File: src/ppp_defines.svh
// Offsets, field positions, reset values and timing counts of the printer port.
`ifndef PPP_DEFINES_SVH
`define PPP_DEFINES_SVH

`define PPP_ADDR_DATA      2'h0
`define PPP_ADDR_STATUS    2'h1
`define PPP_ADDR_CTRL      2'h2

`define PPP_CTRL_STROBE    0
`define PPP_CTRL_AUTOLF    1
`define PPP_CTRL_INIT      2
`define PPP_CTRL_SELIN     3
`define PPP_CTRL_AUTOSTB   4

`define PPP_STAT_IRQ       2
`define PPP_STAT_FAULT_N   3
`define PPP_STAT_SELECTED  4
`define PPP_STAT_PAPER     5
`define PPP_STAT_ACK_N     6
`define PPP_STAT_BUSY      7

`define PPP_CTRL_RESET     8'h00
`define PPP_DATA_RESET     8'h00
`define PPP_SYNC_WIDTH     19

`define PPP_CLK_PERIOD_NS  8
`define PPP_SETUP_NS       1000
`define PPP_STROBE_NS      1000
`define PPP_SETUP_CYC      ((`PPP_SETUP_NS + `PPP_CLK_PERIOD_NS - 1) / `PPP_CLK_PERIOD_NS)
`define PPP_STROBE_CYC     ((`PPP_STROBE_NS + `PPP_CLK_PERIOD_NS - 1) / `PPP_CLK_PERIOD_NS)

`endif

File: src/ppp_pkg.sv
// Types shared by the printer port design.
`default_nettype none
package ppp_pkg;
	typedef logic [7:0] ppp_byte_t;
	typedef enum logic [1:0] {
		PPP_ST_IDLE,
		PPP_ST_SETUP,
		PPP_ST_PULSE
	} ppp_state_e;
endpackage
`default_nettype wire

File: src/ppp_pin_sync.sv
// Two-flop synchroniser for a group of pin inputs.
`default_nettype none
module ppp_pin_sync #(
	parameter int WIDTH = 1
) (
	input  wire logic             core_clk,
	input  wire logic             reset,
	input  wire logic [WIDTH-1:0] pin_in,
	output logic      [WIDTH-1:0] pin_sync
);
	logic [WIDTH-1:0] meta_q;

	// Pins have pull-ups, so the idle level of every synchronised input is high.
	for (genvar i = 0; i < WIDTH; i++) begin : g_bit
		always_ff @(posedge core_clk) begin
			if (reset) begin
				meta_q[i]   <= 1'b1;
				pin_sync[i] <= 1'b1;
			end else begin
				meta_q[i]   <= pin_in[i];
				pin_sync[i] <= meta_q[i];
			end
		end
	end
endmodule
`default_nettype wire

File: src/ppp_port.sv
// Parallel printer port: host access, data bus, control lines, status and interrupt.
`include "ppp_defines.svh"
`default_nettype none
module ppp_port
	import ppp_pkg::*;
(
	input  wire logic       core_clk,
	input  wire logic       reset,
	input  wire logic       printer_port_select_n,
	input  wire logic [1:0] cpu_addr,
	input  wire logic       cpu_wr,
	input  wire logic       cpu_rd,
	input  wire logic [7:0] cpu_wdata,
	output logic      [7:0] cpu_rdata,
	output logic            strobe_busy,
	input  wire logic       port_direction_select,
	input  wire logic       irq_mode_select,
	input  wire logic [7:0] printer_data_bus_in,
	output logic      [7:0] printer_data_bus_out,
	output logic      [7:0] printer_data_bus_oe,
	input  wire logic [3:0] ctrl_line_in,
	output logic      [3:0] ctrl_line_out,
	output logic      [3:0] ctrl_line_oe,
	input  wire logic       fault_n,
	input  wire logic       printer_selected,
	input  wire logic       busy,
	input  wire logic       paper_out,
	input  wire logic       ack_n,
	output logic            printer_irq_n
);
	localparam int SETUP_CYC  = `PPP_SETUP_CYC;
	localparam int STROBE_CYC = `PPP_STROBE_CYC;

	logic [`PPP_SYNC_WIDTH-1:0] pins_s;
	logic [7:0]                 data_s;
	logic [3:0]                 ctrl_s;
	logic                       dir_s;
	logic                       mode_s;
	logic                       busy_s;
	logic                       ack_s;
	logic                       paper_s;
	logic                       sel_s;
	logic                       fault_s;
	ppp_byte_t                  data_q;
	ppp_byte_t                  ctrl_q;
	ppp_byte_t                  status_w;
	ppp_state_e                 state_q;
	logic [7:0]                 cnt_q;
	logic                       ack_prev_q;
	logic                       irq_latch_q;
	logic                       host_en;
	logic                       wr_data;
	logic                       wr_ctrl;
	logic                       rd_status;
	logic                       ack_fall;
	logic                       pulse_on;

	ppp_pin_sync #(
		.WIDTH(`PPP_SYNC_WIDTH)
	) u_sync (
		.core_clk(core_clk),
		.reset   (reset),
		.pin_in  ({printer_data_bus_in, ctrl_line_in, port_direction_select, irq_mode_select,
			busy, ack_n, paper_out, printer_selected, fault_n}),
		.pin_sync(pins_s)
	);

	assign data_s  = pins_s[18:11];
	assign ctrl_s  = pins_s[10:7];
	assign dir_s   = pins_s[6];
	assign mode_s  = pins_s[5];
	assign busy_s  = pins_s[4];
	assign ack_s   = pins_s[3];
	assign paper_s = pins_s[2];
	assign sel_s   = pins_s[1];
	assign fault_s = pins_s[0];

	assign host_en   = !printer_port_select_n;
	assign wr_data   = host_en && cpu_wr && (cpu_addr == `PPP_ADDR_DATA);
	assign wr_ctrl   = host_en && cpu_wr && (cpu_addr == `PPP_ADDR_CTRL);
	assign rd_status = host_en && cpu_rd && (cpu_addr == `PPP_ADDR_STATUS);

	// Status byte: pin levels as seen by the printer cable, plus the latched interrupt.
	always_comb begin
		status_w                     = 8'h00;
		status_w[`PPP_STAT_BUSY]     = busy_s;
		status_w[`PPP_STAT_ACK_N]    = ack_s;
		status_w[`PPP_STAT_PAPER]    = paper_s;
		status_w[`PPP_STAT_SELECTED] = sel_s;
		status_w[`PPP_STAT_FAULT_N]  = fault_s;
		status_w[`PPP_STAT_IRQ]      = irq_latch_q;
	end

	always_ff @(posedge core_clk) begin
		if (reset) begin
			data_q <= `PPP_DATA_RESET;
		end else if (wr_data) begin
			data_q <= cpu_wdata;
		end
	end

	always_ff @(posedge core_clk) begin
		if (reset) begin
			ctrl_q <= `PPP_CTRL_RESET;
		end else if (wr_ctrl) begin
			ctrl_q <= {3'h0, cpu_wdata[4:0]};
		end
	end

	// Reads of the data address return the cable in input mode, the latch otherwise.
	always_ff @(posedge core_clk) begin
		if (reset) begin
			cpu_rdata <= 8'h00;
		end else if (host_en && cpu_rd) begin
			case (cpu_addr)
				`PPP_ADDR_DATA:   cpu_rdata <= dir_s ? data_s : data_q;
				`PPP_ADDR_STATUS: cpu_rdata <= status_w;
				`PPP_ADDR_CTRL:   cpu_rdata <= {3'h0, ctrl_q[`PPP_CTRL_AUTOSTB], ctrl_s};
				default:          cpu_rdata <= 8'h00;
			endcase
		end
	end

	// Automatic strobe: setup time after a data write, then a timed low pulse.
	// A busy printer holds the strobe back, so a byte is never offered it cannot take.
	always_ff @(posedge core_clk) begin
		if (reset) begin
			state_q <= PPP_ST_IDLE;
			cnt_q   <= 8'h00;
		end else begin
			case (state_q)
				PPP_ST_IDLE: begin
					if (wr_data && ctrl_q[`PPP_CTRL_AUTOSTB] && !dir_s) begin
						state_q <= PPP_ST_SETUP;
						cnt_q   <= 8'(SETUP_CYC - 1);
					end
				end
				PPP_ST_SETUP: begin
					if (cnt_q != 8'h00) begin
						cnt_q <= cnt_q - 8'h01;
					end else if (!busy_s) begin
						state_q <= PPP_ST_PULSE;
						cnt_q   <= 8'(STROBE_CYC - 1);
					end
				end
				PPP_ST_PULSE: begin
					if (cnt_q != 8'h00) begin
						cnt_q <= cnt_q - 8'h01;
					end else begin
						state_q <= PPP_ST_IDLE;
					end
				end
				default: begin
					state_q <= PPP_ST_IDLE;
					cnt_q   <= 8'h00;
				end
			endcase
		end
	end

	assign pulse_on    = (state_q == PPP_ST_PULSE);
	assign strobe_busy = (state_q != PPP_ST_IDLE);

	// Pins: open-drain lines only ever pull low; a released line reads back as GPIO input.
	assign printer_data_bus_out = data_q;
	assign printer_data_bus_oe  = dir_s ? 8'h00 : 8'hFF;
	assign ctrl_line_out        = 4'h0;
	assign ctrl_line_oe[`PPP_CTRL_STROBE] = ctrl_q[`PPP_CTRL_STROBE] || pulse_on;
	assign ctrl_line_oe[`PPP_CTRL_AUTOLF] = ctrl_q[`PPP_CTRL_AUTOLF];
	assign ctrl_line_oe[`PPP_CTRL_INIT]   = ctrl_q[`PPP_CTRL_INIT];
	assign ctrl_line_oe[`PPP_CTRL_SELIN]  = ctrl_q[`PPP_CTRL_SELIN];

	// Interrupt. The follow mode lags the pin by the synchroniser and one output flop.
	assign ack_fall = ack_prev_q && !ack_s;

	always_ff @(posedge core_clk) begin
		if (reset) begin
			ack_prev_q  <= 1'b1;
			irq_latch_q <= 1'b0;
		end else begin
			ack_prev_q <= ack_s;
			if (ack_fall && mode_s) begin
				irq_latch_q <= 1'b1;
			end else if (rd_status || !mode_s) begin
				irq_latch_q <= 1'b0;
			end
		end
	end

	always_ff @(posedge core_clk) begin
		if (reset) begin
			printer_irq_n <= 1'b1;
		end else if (!mode_s) begin
			printer_irq_n <= ack_s;
		end else begin
			printer_irq_n <= !(irq_latch_q || (ack_fall && mode_s));
		end
	end

	// Setup cycles elapsed, saturating. Too long for a repetition, so a counter measures it.
	logic [7:0] setup_age_q;

	always_ff @(posedge core_clk) begin
		if (reset || state_q != PPP_ST_SETUP) begin
			setup_age_q <= 8'h00;
		end else if (setup_age_q != 8'hFF) begin
			setup_age_q <= setup_age_q + 8'h01;
		end
	end
endmodule
`default_nettype wire

File: config.mk
export PLATFORM = sky130hd
export DESIGN_NAME = ppp_port
export DESIGN_NICKNAME = d
export VERILOG_FILES = /design/src/ppp_pkg.sv /design/src/ppp_pin_sync.sv /design/src/ppp_port.sv
export VERILOG_INCLUDE_DIRS = /design/src /design/src/src
export SDC_FILE = /design/constraint.sdc
export NUM_CORES = 1
export LEC_CHECK = 0
export BUFFER_PORTS_ARGS = -buffer_cell sky130_fd_sc_hd__buf_2
export CORE_MARGIN = 2
export CORE_UTILIZATION = 25
export CTS_CLUSTER_DIAMETER = 100
export DETAILED_ROUTE_END_ITERATION = 10
export GPL_TIMING_DRIVEN = 0
export PLACE_DENSITY_LB_ADDON = 0.12
export SLEW_MARGIN = 40
export SYNTH_ARGS = -nofsm -noshare
export SYNTH_HDL_FRONTEND = slang
export SYNTH_SLANG_ARGS = --single-unit
File: constraint.sdc
create_clock -name core_clk -period 1.9 [get_ports core_clk]
set_input_delay 0.57 -clock core_clk [delete_from_list [all_inputs] [get_ports core_clk]]
set_output_delay 0.57 -clock core_clk [all_outputs]
set_load 0.02 [all_outputs]
# --- Word-level counts from Yosys, hierarchy flattened ---
# Cells that the tools add are included.
word_totals:
  regBits: 72
  in_bits: 34
  output_inout_bits: 34
  word_cells: 97
classes:
  add_sub_neg: 1
  n_eq_ne: 10
  mux: 16
  n_reduce_logical: 24
op_table:
  columns: ["cell", "n"]
  rows:
  - ["8-bit two-way mux", 6]
  - ["8-bit case mux with 3 select lines", 2]
  - ["1-bit logical AND", 9]
  - ["2-bit two-way mux", 4]
  - ["2-bit inequality test (second input constant)", 4]
  - ["8-bit nonzero test", 1]
  - ["8-bit by 1-bit subtractor with 8-bit output (second input constant)", 1]
  - ["2-bit case mux with 3 select lines", 1]
  - ["1-bit logical NOT", 5]
  - ["2-bit by 1-bit == test with 1-bit output (second input constant)", 2]
  - ["2-bit == test (second input constant)", 2]
  - ["2-bit logical NOT", 2]
  - ["4-bit AND reduction", 1]
  - ["2-bit nonzero test", 2]
  - ["1-bit logical OR", 3]
  - ["1-bit two-way mux", 3]
  - ["3-bit inequality test (second input constant)", 1]
  - ["3-bit AND reduction", 1]
  - ["2-bit by 1-bit inequality test with 1-bit output (second input constant)", 1]

# --- Depth between registers and ports, before layout ---
# Gate-level depths: netlist of the first run.
depth:
  ltp_word: 7
  ltp_mapped: 6
  ltp_nobuf: 6

# --- Cells and area by module ---
# Synthesis of the first run repeated with hierarchy kept, for this count alone.
hier_totals:
  hier_cells: 308
  hier_area_um2: 2955.3
modules_own_cells:
  columns: ["mod", "instances", "cells_per_inst", "area_per_inst_um2", "seq_area_each_um2"]
  rows:
  - ["ppp_port", 1, 228, 1919.3, 680.7]
  - ["ppp_pin_sync", 1, 80, 1036.0, 760.7]

# --- Worst setup path after synthesis of the first run ---
# Ideal clock, no wire load.
synth_timing:
  path_kind: "input-to-reg"
  startpoint: "input cpu_addr[0]"
  endpoint: "register cnt_q[4]"
  setup_ps: 92
  t_arrival_ps: 1656
  required_time_ps: 1808
  slack_ps: 152
  cell_stages: 4
  n_path_buf: 0
  cell_sequence: "nor4b_2 a21oi_1 a221o_1 o32ai_1"
synth_via:
  elab_chain_len: 6
synth_lines:
  columns: ["element", "line_no", "text"]
  rows:
  - ["start, declared", "ppp_port.sv:10", "input wire logic [1:0] cpu_addr,"]
  - ["2-bit logical NOT", null, null]
  - ["1-bit logical AND", "ppp_port.sv:79", "assign wr_data = host_en && cpu_wr && (cpu_addr == `PPP_ADDR_DATA);"]
  - ["1-bit logical AND (2 in series)", "ppp_port.sv:133", "if (wr_data && ctrl_q[`PPP_CTRL_AUTOSTB] && !dir_s) begin"]
  - ["2-bit inequality test (no source line)", null, null]
  - ["3-bit AND reduction (no source line)", null, null]
  - ["end signal, assigned", "ppp_port.sv:135", "cnt_q <= 8'(SETUP_CYC - 1);"]
  - ["end signal, assigned", "ppp_port.sv:140", "cnt_q <= cnt_q - 8'h01;"]
  - ["end signal, assigned", "ppp_port.sv:143", "cnt_q <= 8'(STROBE_CYC - 1);"]
  - ["end, declared", "ppp_port.sv:48", "logic [7:0] cnt_q;"]
# No other way between the ends.
# A chain may end at the register's enable or synchronous reset.

# --- Worst setup path in the final report of the first run ---
layout_timing:
  startpoint: "register u_sync.pin_sync[6]"
  endpoint: "output printer_data_bus_oe[4]"
layout_via:
  elab_chain_len: 1
layout_lines:
  columns: ["element", "line_no", "text"]
  rows:
  - ["start, declared", "ppp_pin_sync.sv:9", "output logic [WIDTH-1:0] pin_sync"]
  - ["start signal, assigned by index", "ppp_pin_sync.sv:21", "pin_sync[i] <= meta_q[i];"]
  - ["8-bit two-way mux", "ppp_port.sv:166", "assign printer_data_bus_oe = dir_s ? 8'h00 : 8'hFF;"]
  - ["end, declared", "ppp_port.sv:20", "output logic [7:0] printer_data_bus_oe,"]
# No other way between the ends.

==> summary.md, run 1 <==
| Metric | Value |
|---|---|
| Antenna violations before repair | 0 |
| Clock buffer depth | 2 |
| Fillers | ~1200 |
| Critical path type | reg -> out |
| CP Max Fanout | 8 |
| Top post-synthesis cells by area | dfxtp_1, or2_2, mux2i_1, nand2_1, buf_4 |
| Number of buffers created by CTS | 9 |
| CTS tree | done |
| Fin util | approximately 34% |
| GP Congestion | between 0.7 and 0.8 |
| Final setup TNS | 0 ps |
| Row Count | 39 |
| Reg2reg setup slack | around 90 ps |
| Hold_buf cts | 0 |
| DP HPWL | 5.495 mm |
| Final period util | a little over nine tenths |
| Share of cells above drive strength 1 | a little over two fifths |
| Wire length of the first global-routing pass | around 12 mm |
| Setup violators final | 0 |
| Area share of the largest cell type after synthesis | around half |
| Root buffer cell | clkbuf_16 |
| Worst R2R Start | cnt_q[0] |
| Fin cells | roughly 550 |
| Nets@finish | 436 |
| Cells along the critical path | buf_12 > clkinvlp_4 > buf_4 > buf_2 |
| Routed wire length | between 7 and 8 mm |
| Clock-pin slew on the worst setup and hold paths | roughly 60 ps |
| FF/Latch Area | approximately 0.0014 sq mm |
| Vias | approximately 2300 |
| Syn Inst Count | approximately 320 |
| Power density over the cells | ~910 mW/mm^2 |
| Synth Area in Adders | less than 1% |
| GR Util All Layers | about an eighth |
| Post-synthesis mux area share | under 10% |
| Die Wd | roughly 110 microns |
| Clk Latency, worst-skew pair | ~330 ps |
| Area leader, netlist | dfxtp_1 |
| Worst relative slew slack | between 60% and 70% |
| CP Launch Type | register |
| Mapped cell area | about 0.0030 sq mm |
| Ys Warns | 0 |
| DIE AREA | 0.01273 sq mm |
| Final setup skew | between 6 and 7 ps |
| Max Fclk | approximately 550 MHz |
| Drt wl/cell | between 10 and 15 microns |
| Worst-margin pin slew | 584.5 ps |
| Status | completed |
| Die extent in y | roughly 110 microns |
| Vias in the first global route | between 2000 and 2500 |
| Post-synth ARST share | 0% |
| Period minus WS final | about 1800 ps |
| Placed Area | about 0.0035 sq mm |
| Worst hold path class | reg -> reg |
| Max cap viols | 0 |
| Drt pass-1 iters | 4 |
| P&R area growth vs syn | 31.45% |
| Synth unique cells | 56 |
| Largest family of logic cells by synthesized area | simple AND/OR/NAND/NOR gates |
| DRC Markers | 0 |
| Post-route cell area | 0.003891 sq mm |
| Setup crit start | u_sync.pin_sync[6] |
| Grt ovf | 0 |
| FF-to-FF path depth | 6 |
| #FFs+latches synth | between 70 and 80 |
| Critical path arrival | between 1000 and 1500 ps |
| Critical Path Max Stage Delay | 360 ps |
| Max rail drop VDD | 0.4655 mV |
| Iteration-0 DRC Markers | a little under 80 |
| Leak | approximately 1.7 nW |
| Dpl cells | around 530 |
| Most common flop cell mapped by yosys | dfxtp_1 |
| Diodes inserted | 0 |
| Slowest-stage cell, CP | dfxtp_1 |
| Critical Path Sink | printer_data_bus_oe[4] |
| Fraction of the mapped netlist area in simple logic gates | between 20% and 30% |
| Seq/Total Area, Yosys | about half |
| Avg Cell Area, Syn | about 9.3 sq um |
| Post-Synth XOR/XNOR Area | 0.5917% |
| Largest net degree at the start of global routing | 14 |
| Port bufs | 62 |
| Multi-input gate area | 0.001361 sq mm |
| I/O pins | 68 |
| Clock Sinks | ~70 |
| Worst r2r dst | cnt_q[3] |
| Post-synth EDFFs | 0 |
| Compound-Gate Fraction of Synth Area | 13.14% |
| Initial Utilization | about a quarter |
| Core Area | approximately 0.011 sq mm |
| Req. time, crit path | ~1300 ps |
| CTS H-Tree Depth | 3 |
| Final Hold Violating Endpoints | 0 |
| Antenna Nets Post-Route | 0 |
| Crit. End Element | primary output |
| Max Slew Vio Count | 0 |
| Drt via density | around 4.3 |
## power by group
part           total (mW)  switching [mW]  internal, mW
registers            1.59          0.0219          1.56
clock network        1.68           0.657          1.02
logic               0.265           0.142         0.123
## cell usage in the layout, fill, tap and decap left out, types with 2 or more instances in the layout
master	n
nand2b_1	3
buf_4	21
clkbuf_1	13
buf_2	64
clkinvlp_4	5
o21bai_1	3
a22oi_1	5
nor3_1	5
nor2_1	19
nand3_1	3
clkbuf_16	9
mux2i_1	13
a21oi_1	13
dfxtp_1	69
o21ai_0	11
conb_1	4
nor3_2	2
inv_1	5
nor2b_1	4
a221oi_1	3
or2_2	42
o21ai_1	3
nand3b_1	2
dfxtp_2	3
inv_2	3
o211ai_1	2
nand2_1	30
nor3b_1	2
## Yosys cell counts, types with 2 or more instances
master    count
inv_1         9
nand2b_1      4
nor3_1        5
or4b_2        2
buf_4        14
nand2_1      30
o32ai_1       2
mux2i_1      13
nand3_1       3
or2_2        42
nor2b_1       4
or3b_2        2
nor3_2        2
o21ai_0      11
a22oi_1       5
a21oi_1      14
clkbuf_1     13
ha_1          2
buf_2         4
nor2_1       20
o21bai_1      3
nor3b_1       2
dfxtp_1      72
o211ai_1      2
nand3b_1      2
o21ai_1       3
a221oi_1      3
## kinds of logic after synthesis
| group | Yosys count |
|---|---|
| flip-flops | 72 |
| multiplexers | 13 |
| other | 1 |
| XOR/XNOR | 2 |
| buffers and inverters | 42 |
| AND/OR/NAND/NOR | 129 |
| adder cells (fa/ha/maj) | 2 |
| AO/OA/AOI/OAI | 56 |
## worst min-delay path by stage
stage / start / to / cells past startpoint
after floorplan: u_sync.meta_q[0] / u_sync.pin_sync[0] / 1
after global placement: u_sync.meta_q[14] / u_sync.pin_sync[14] / 1
after detailed placement: u_sync.meta_q[0] / u_sync.pin_sync[0] / 1
after CTS: u_sync.meta_q[0] / u_sync.pin_sync[0] / 1
after global routing: paper_out / u_sync.meta_q[2] / 2
final: u_sync.meta_q[0] / u_sync.pin_sync[0] / 1
## cell type report
cell class                      count  area share (%)
Sequential cell                    72           37.14
Multi-Input combinational cell    206           34.98
Timing Repair Buffer               69           9.325
Clock buffer                       10           5.884
Buffer                             33           5.338
Tap cell                          143           4.598
Clock inverter                      6           1.768
Inverter                            9          0.9646
## worst max-delay path: cells and delay by family (launching register included)
kind,cells,cell delay [ps]
buffers and inverters,4,560
DFF,1,360
## per-layer routing
layer / track usage [%] / part of all wire, % / wire, microns / vias to the layer above
met1: 14.88 / 45 / 3402 / 1078
met5: 0 / 0 / 0 / -
met3: 2.999 / 3.1 / 233 / 8
li1: - / - / - / 1224
met2: 20.80 / 50 / 3779 / 37
met4: 3.984 / 1.3 / 99 / 0
## sequential cells by signal, summed over array words and instances (netlist names), 2 cells and up
| register | count |
|---|---|
| cnt_q | 8 |
| state_q | 2 |
| u_sync.meta_q | 19 |
| u_sync.pin_sync | 19 |
| ctrl_q | 5 |
| cpu_rdata | 8 |
| printer_data_bus_out | 8 |
## per-stage QoR
step / hold WS (ps) / worst slack, ps / power, mW
2_1_floorplan: 389.5 / 152.0 / 1.779
3_3_place_gp: 395.8 / -367.2 / 1.877
3_5_place_dp: 394.1 / -324.0 / 1.880
4_1_cts: 407.3 / 0.3062 / 3.566
5_1_grt: 408.9 / -20.21 / 3.683
6_report: 406.6 / 84.06 / 3.528
## timing repair
item	in CTS	in global routing
hold endpoints to repair	0	0
endpoints found under the setup margin	14	16
gates resized for setup	7	18
setup buffers	0	7
pin swaps	1	1
Note: power is estimated with default switching activity, not from simulation.
==> run 2, diff against run 1 <==
--- a/config.mk
+++ b/config.mk
@@ -13,6 +13,7 @@
 export DETAILED_ROUTE_END_ITERATION = 10
 export GPL_TIMING_DRIVEN = 0
 export PLACE_DENSITY_LB_ADDON = 0.12
+export SETUP_SLACK_MARGIN = 0.1
 export SLEW_MARGIN = 40
 export SYNTH_ARGS = -nofsm -noshare
 export SYNTH_HDL_FRONTEND = slang
==> run 2 against run 1 <==
  * Global-route usage grew 0.068 points
  * Critical path type unchanged
  * Cell count up 0.73%
  * Power rose by 0.23%
  * Maximum frequency is 2.7% higher
  * Clock skew about the same
  * Critical endpoint is now printer_data_bus_oe[3]
  * Sequential share of layout area down 1.4 points
==> summary.md, run 2 (synthesis gave the netlist of run 1 again) <==
| Metric | Value |
|---|---|
| Power density over the cells | ~870 mW/mm^2 |
| Status | completed |
| Fillers | around 1100 |
| Placed Area | 0.003461 sq mm |
| Row Count | 39 |
| CP Launch Type | register |
| Root buffer cell | clkbuf_16 |
| Initial Utilization | roughly a quarter |
| Clock-pin slew on the worst setup and hold paths | 60 ps |
| Setup violators final | 0 |
| Drt via density | ~4.3 |
| Antenna violations before repair | 0 |
| Number of buffers created by CTS | 9 |
| Drt wl/cell | 13.88 microns |
| Max rail drop VDD | about 0.45 mV |
| Cells along the critical path | buf_8 > clkinvlp_4 > buf_4 > buf_4 |
| DP HPWL | 5.495 mm |
| Worst hold path class | reg -> reg |
| Max Fclk | 565.7 MHz |
| Wire length of the first global-routing pass | approximately 12 mm |
| Die extent in y | approximately 110 microns |
| Largest net degree at the start of global routing | 14 |
| Biggest regs | u_sync.meta_q (19), u_sync.pin_sync (19) |
| Most used cell, CP | buf_4 |
| Vias in the first global route | around 2300 |
| Antenna Nets Post-Route | 0 |
| Core Area | 0.01147 sq mm |
| Commonest non-fill, non-tap cell in the layout | dfxtp_1 |
| Reg2reg setup slack | around 150 ps |
| Critical path arrival | 1200 ps |
| Commonest cells after routing, fill and taps aside | dfxtp_1, buf_2, or2_2, nand2_1, buf_4 |
| Final period util | between 90% and 100% |
| GR Util All Layers | 12.18% |
| Clock buffer depth | 2 |
| Dpl cells | roughly 530 |
| Hold Path Stages | 1 |
| Share of cells above drive strength 1 | 45.97% |
| Slowest-stage cell, CP | dfxtp_2 |
| Hold_buf cts | 0 |
| I/O pins | 68 |
| Fin cells | roughly 550 |
| Final setup skew | 6.884 ps |
| RSZ-0062 raised after global routing | true |
| Critical path type | reg -> out |
| Grt ovf | 0 |
| Iteration-0 DRC Markers | 70 |
| HP Start | u_sync.meta_q[0] |
| Die Wd | around 110 microns |
| Clock Sinks | 72 |
| DIE AREA | 0.01273 sq mm |
| FF-to-FF path depth | 5 |
| Worst Hold End | u_sync.pin_sync[0] |
| Post-route cell area | 0.004066 sq mm |
| Worst r2r dst | state_q[1] |
| Port bufs | 62 |
| CTS H-Tree Depth | 3 |
| Final Hold Violating Endpoints | 0 |
| P&R area growth vs syn | 37.36% |
| Vias | about 2400 |
| Routed wire length | 7.664 mm |
| Critical Path Max Stage Delay | approximately 330 ps |
| Drt pass-1 iters | 4 |
| Req. time, crit path | between 1000 and 1500 ps |
| Crit. End Element | primary output |
| Max Slew Vio Count | 0 |
| Worst relative slew slack | 60.07% |
| Period minus WS final | between 1500 and 2000 ps |
| DRC Markers | 0 |
| CP Max Fanout | 8 |
| Diodes inserted | 0 |
| Nets@finish | 440 |
| Leak | about 1.7 nW |
| GP Congestion | ~0.78 |
| Max cap viols | 0 |
| Clk Latency, worst-skew pair | roughly 330 ps |
| Worst R2R Start | cnt_q[2] |
| Worst-margin pin slew | about 600 ps |
| CTS tree | done |
-- run 2: per-stage QoR --
step | hold WS (ps) | setup TNS [ps] | power [mW] | worst slack [ps] | util [%]
floorplan | 389.5 | 0 | 1.779 | 152.0 | -
global placement | 395.8 | -2355 | 1.877 | -367.2 | 30.18
detailed placement | 394.1 | -2264 | 1.880 | -324.0 | 30.18
CTS | 407.3 | 0 | 3.575 | 76.99 | 33.65
global route | 408.9 | 0 | 3.686 | 67.93 | 35.46
finish | 406.6 | 0 | 3.537 | 132.4 | 35.46
-- run 2: final cells by class --
cell class / instances / area (sq um) / area share, %
buffer: 33 / 229.0 / 5.631
clock buffer: 10 / 229.0 / 5.631
clock inverter: 6 / 68.82 / 1.692
inverter: 9 / 42.54 / 1.046
multi-input combinational: 206 / 1408 / 34.62
sequential: 72 / 1455 / 35.78
tap: 143 / 178.9 / 4.400
timing repair buffer: 73 / 455.4 / 11.20
-- run 2: how the worst max path moves through the flow --
stage | from | end | slack (ps) | depth (start not counted)
floorplan | cpu_addr[0] | cnt_q[4] | 150 | 4
global placement | cpu_addr[1] | cnt_q[2] | -370 | 5
detailed placement | cpu_addr[1] | cnt_q[4] | -320 | 5
CTS | state_q[0] | ctrl_line_oe[0] | 80 | 4
global route | u_sync.pin_sync[6] | printer_data_bus_oe[1] | 70 | 4
finish | u_sync.pin_sync[6] | printer_data_bus_oe[3] | 130 | 4
-- run 2: worst max-delay path, delay by kind of cell, from the launching register on --
kind                   cells  cell delay (ps)
flip-flops                 1              330
buffers and inverters      4              540
-- run 2: power breakdown --
part	internal, mW	switching [mW]	total [mW]
clock network	1.02	0.661	1.68
registers	1.56	0.0216	1.58
logic	0.128	0.145	0.273
total	2.71	0.828	3.54
-- run 2: repair_timing --
action,4_1_cts,5_1_grt
resized for setup,20,37
pin swaps,3,9
buffers inserted,3,7
cloned,0,1
endpoints found under the setup margin,19,23
-- run 2: routing by layer --
metal | wire length [microns] | up-vias | track usage, % | share of wire [%]
met4 | 106 | 0 | 3.984 | 1.4
li1 | - | 1231 | - | -
met5 | 0 | - | 0 | 0
met3 | 224 | 8 | 2.999 | 2.9
met1 | 3415 | 1090 | 14.81 | 45
met2 | 3918 | 35 | 21.12 | 51
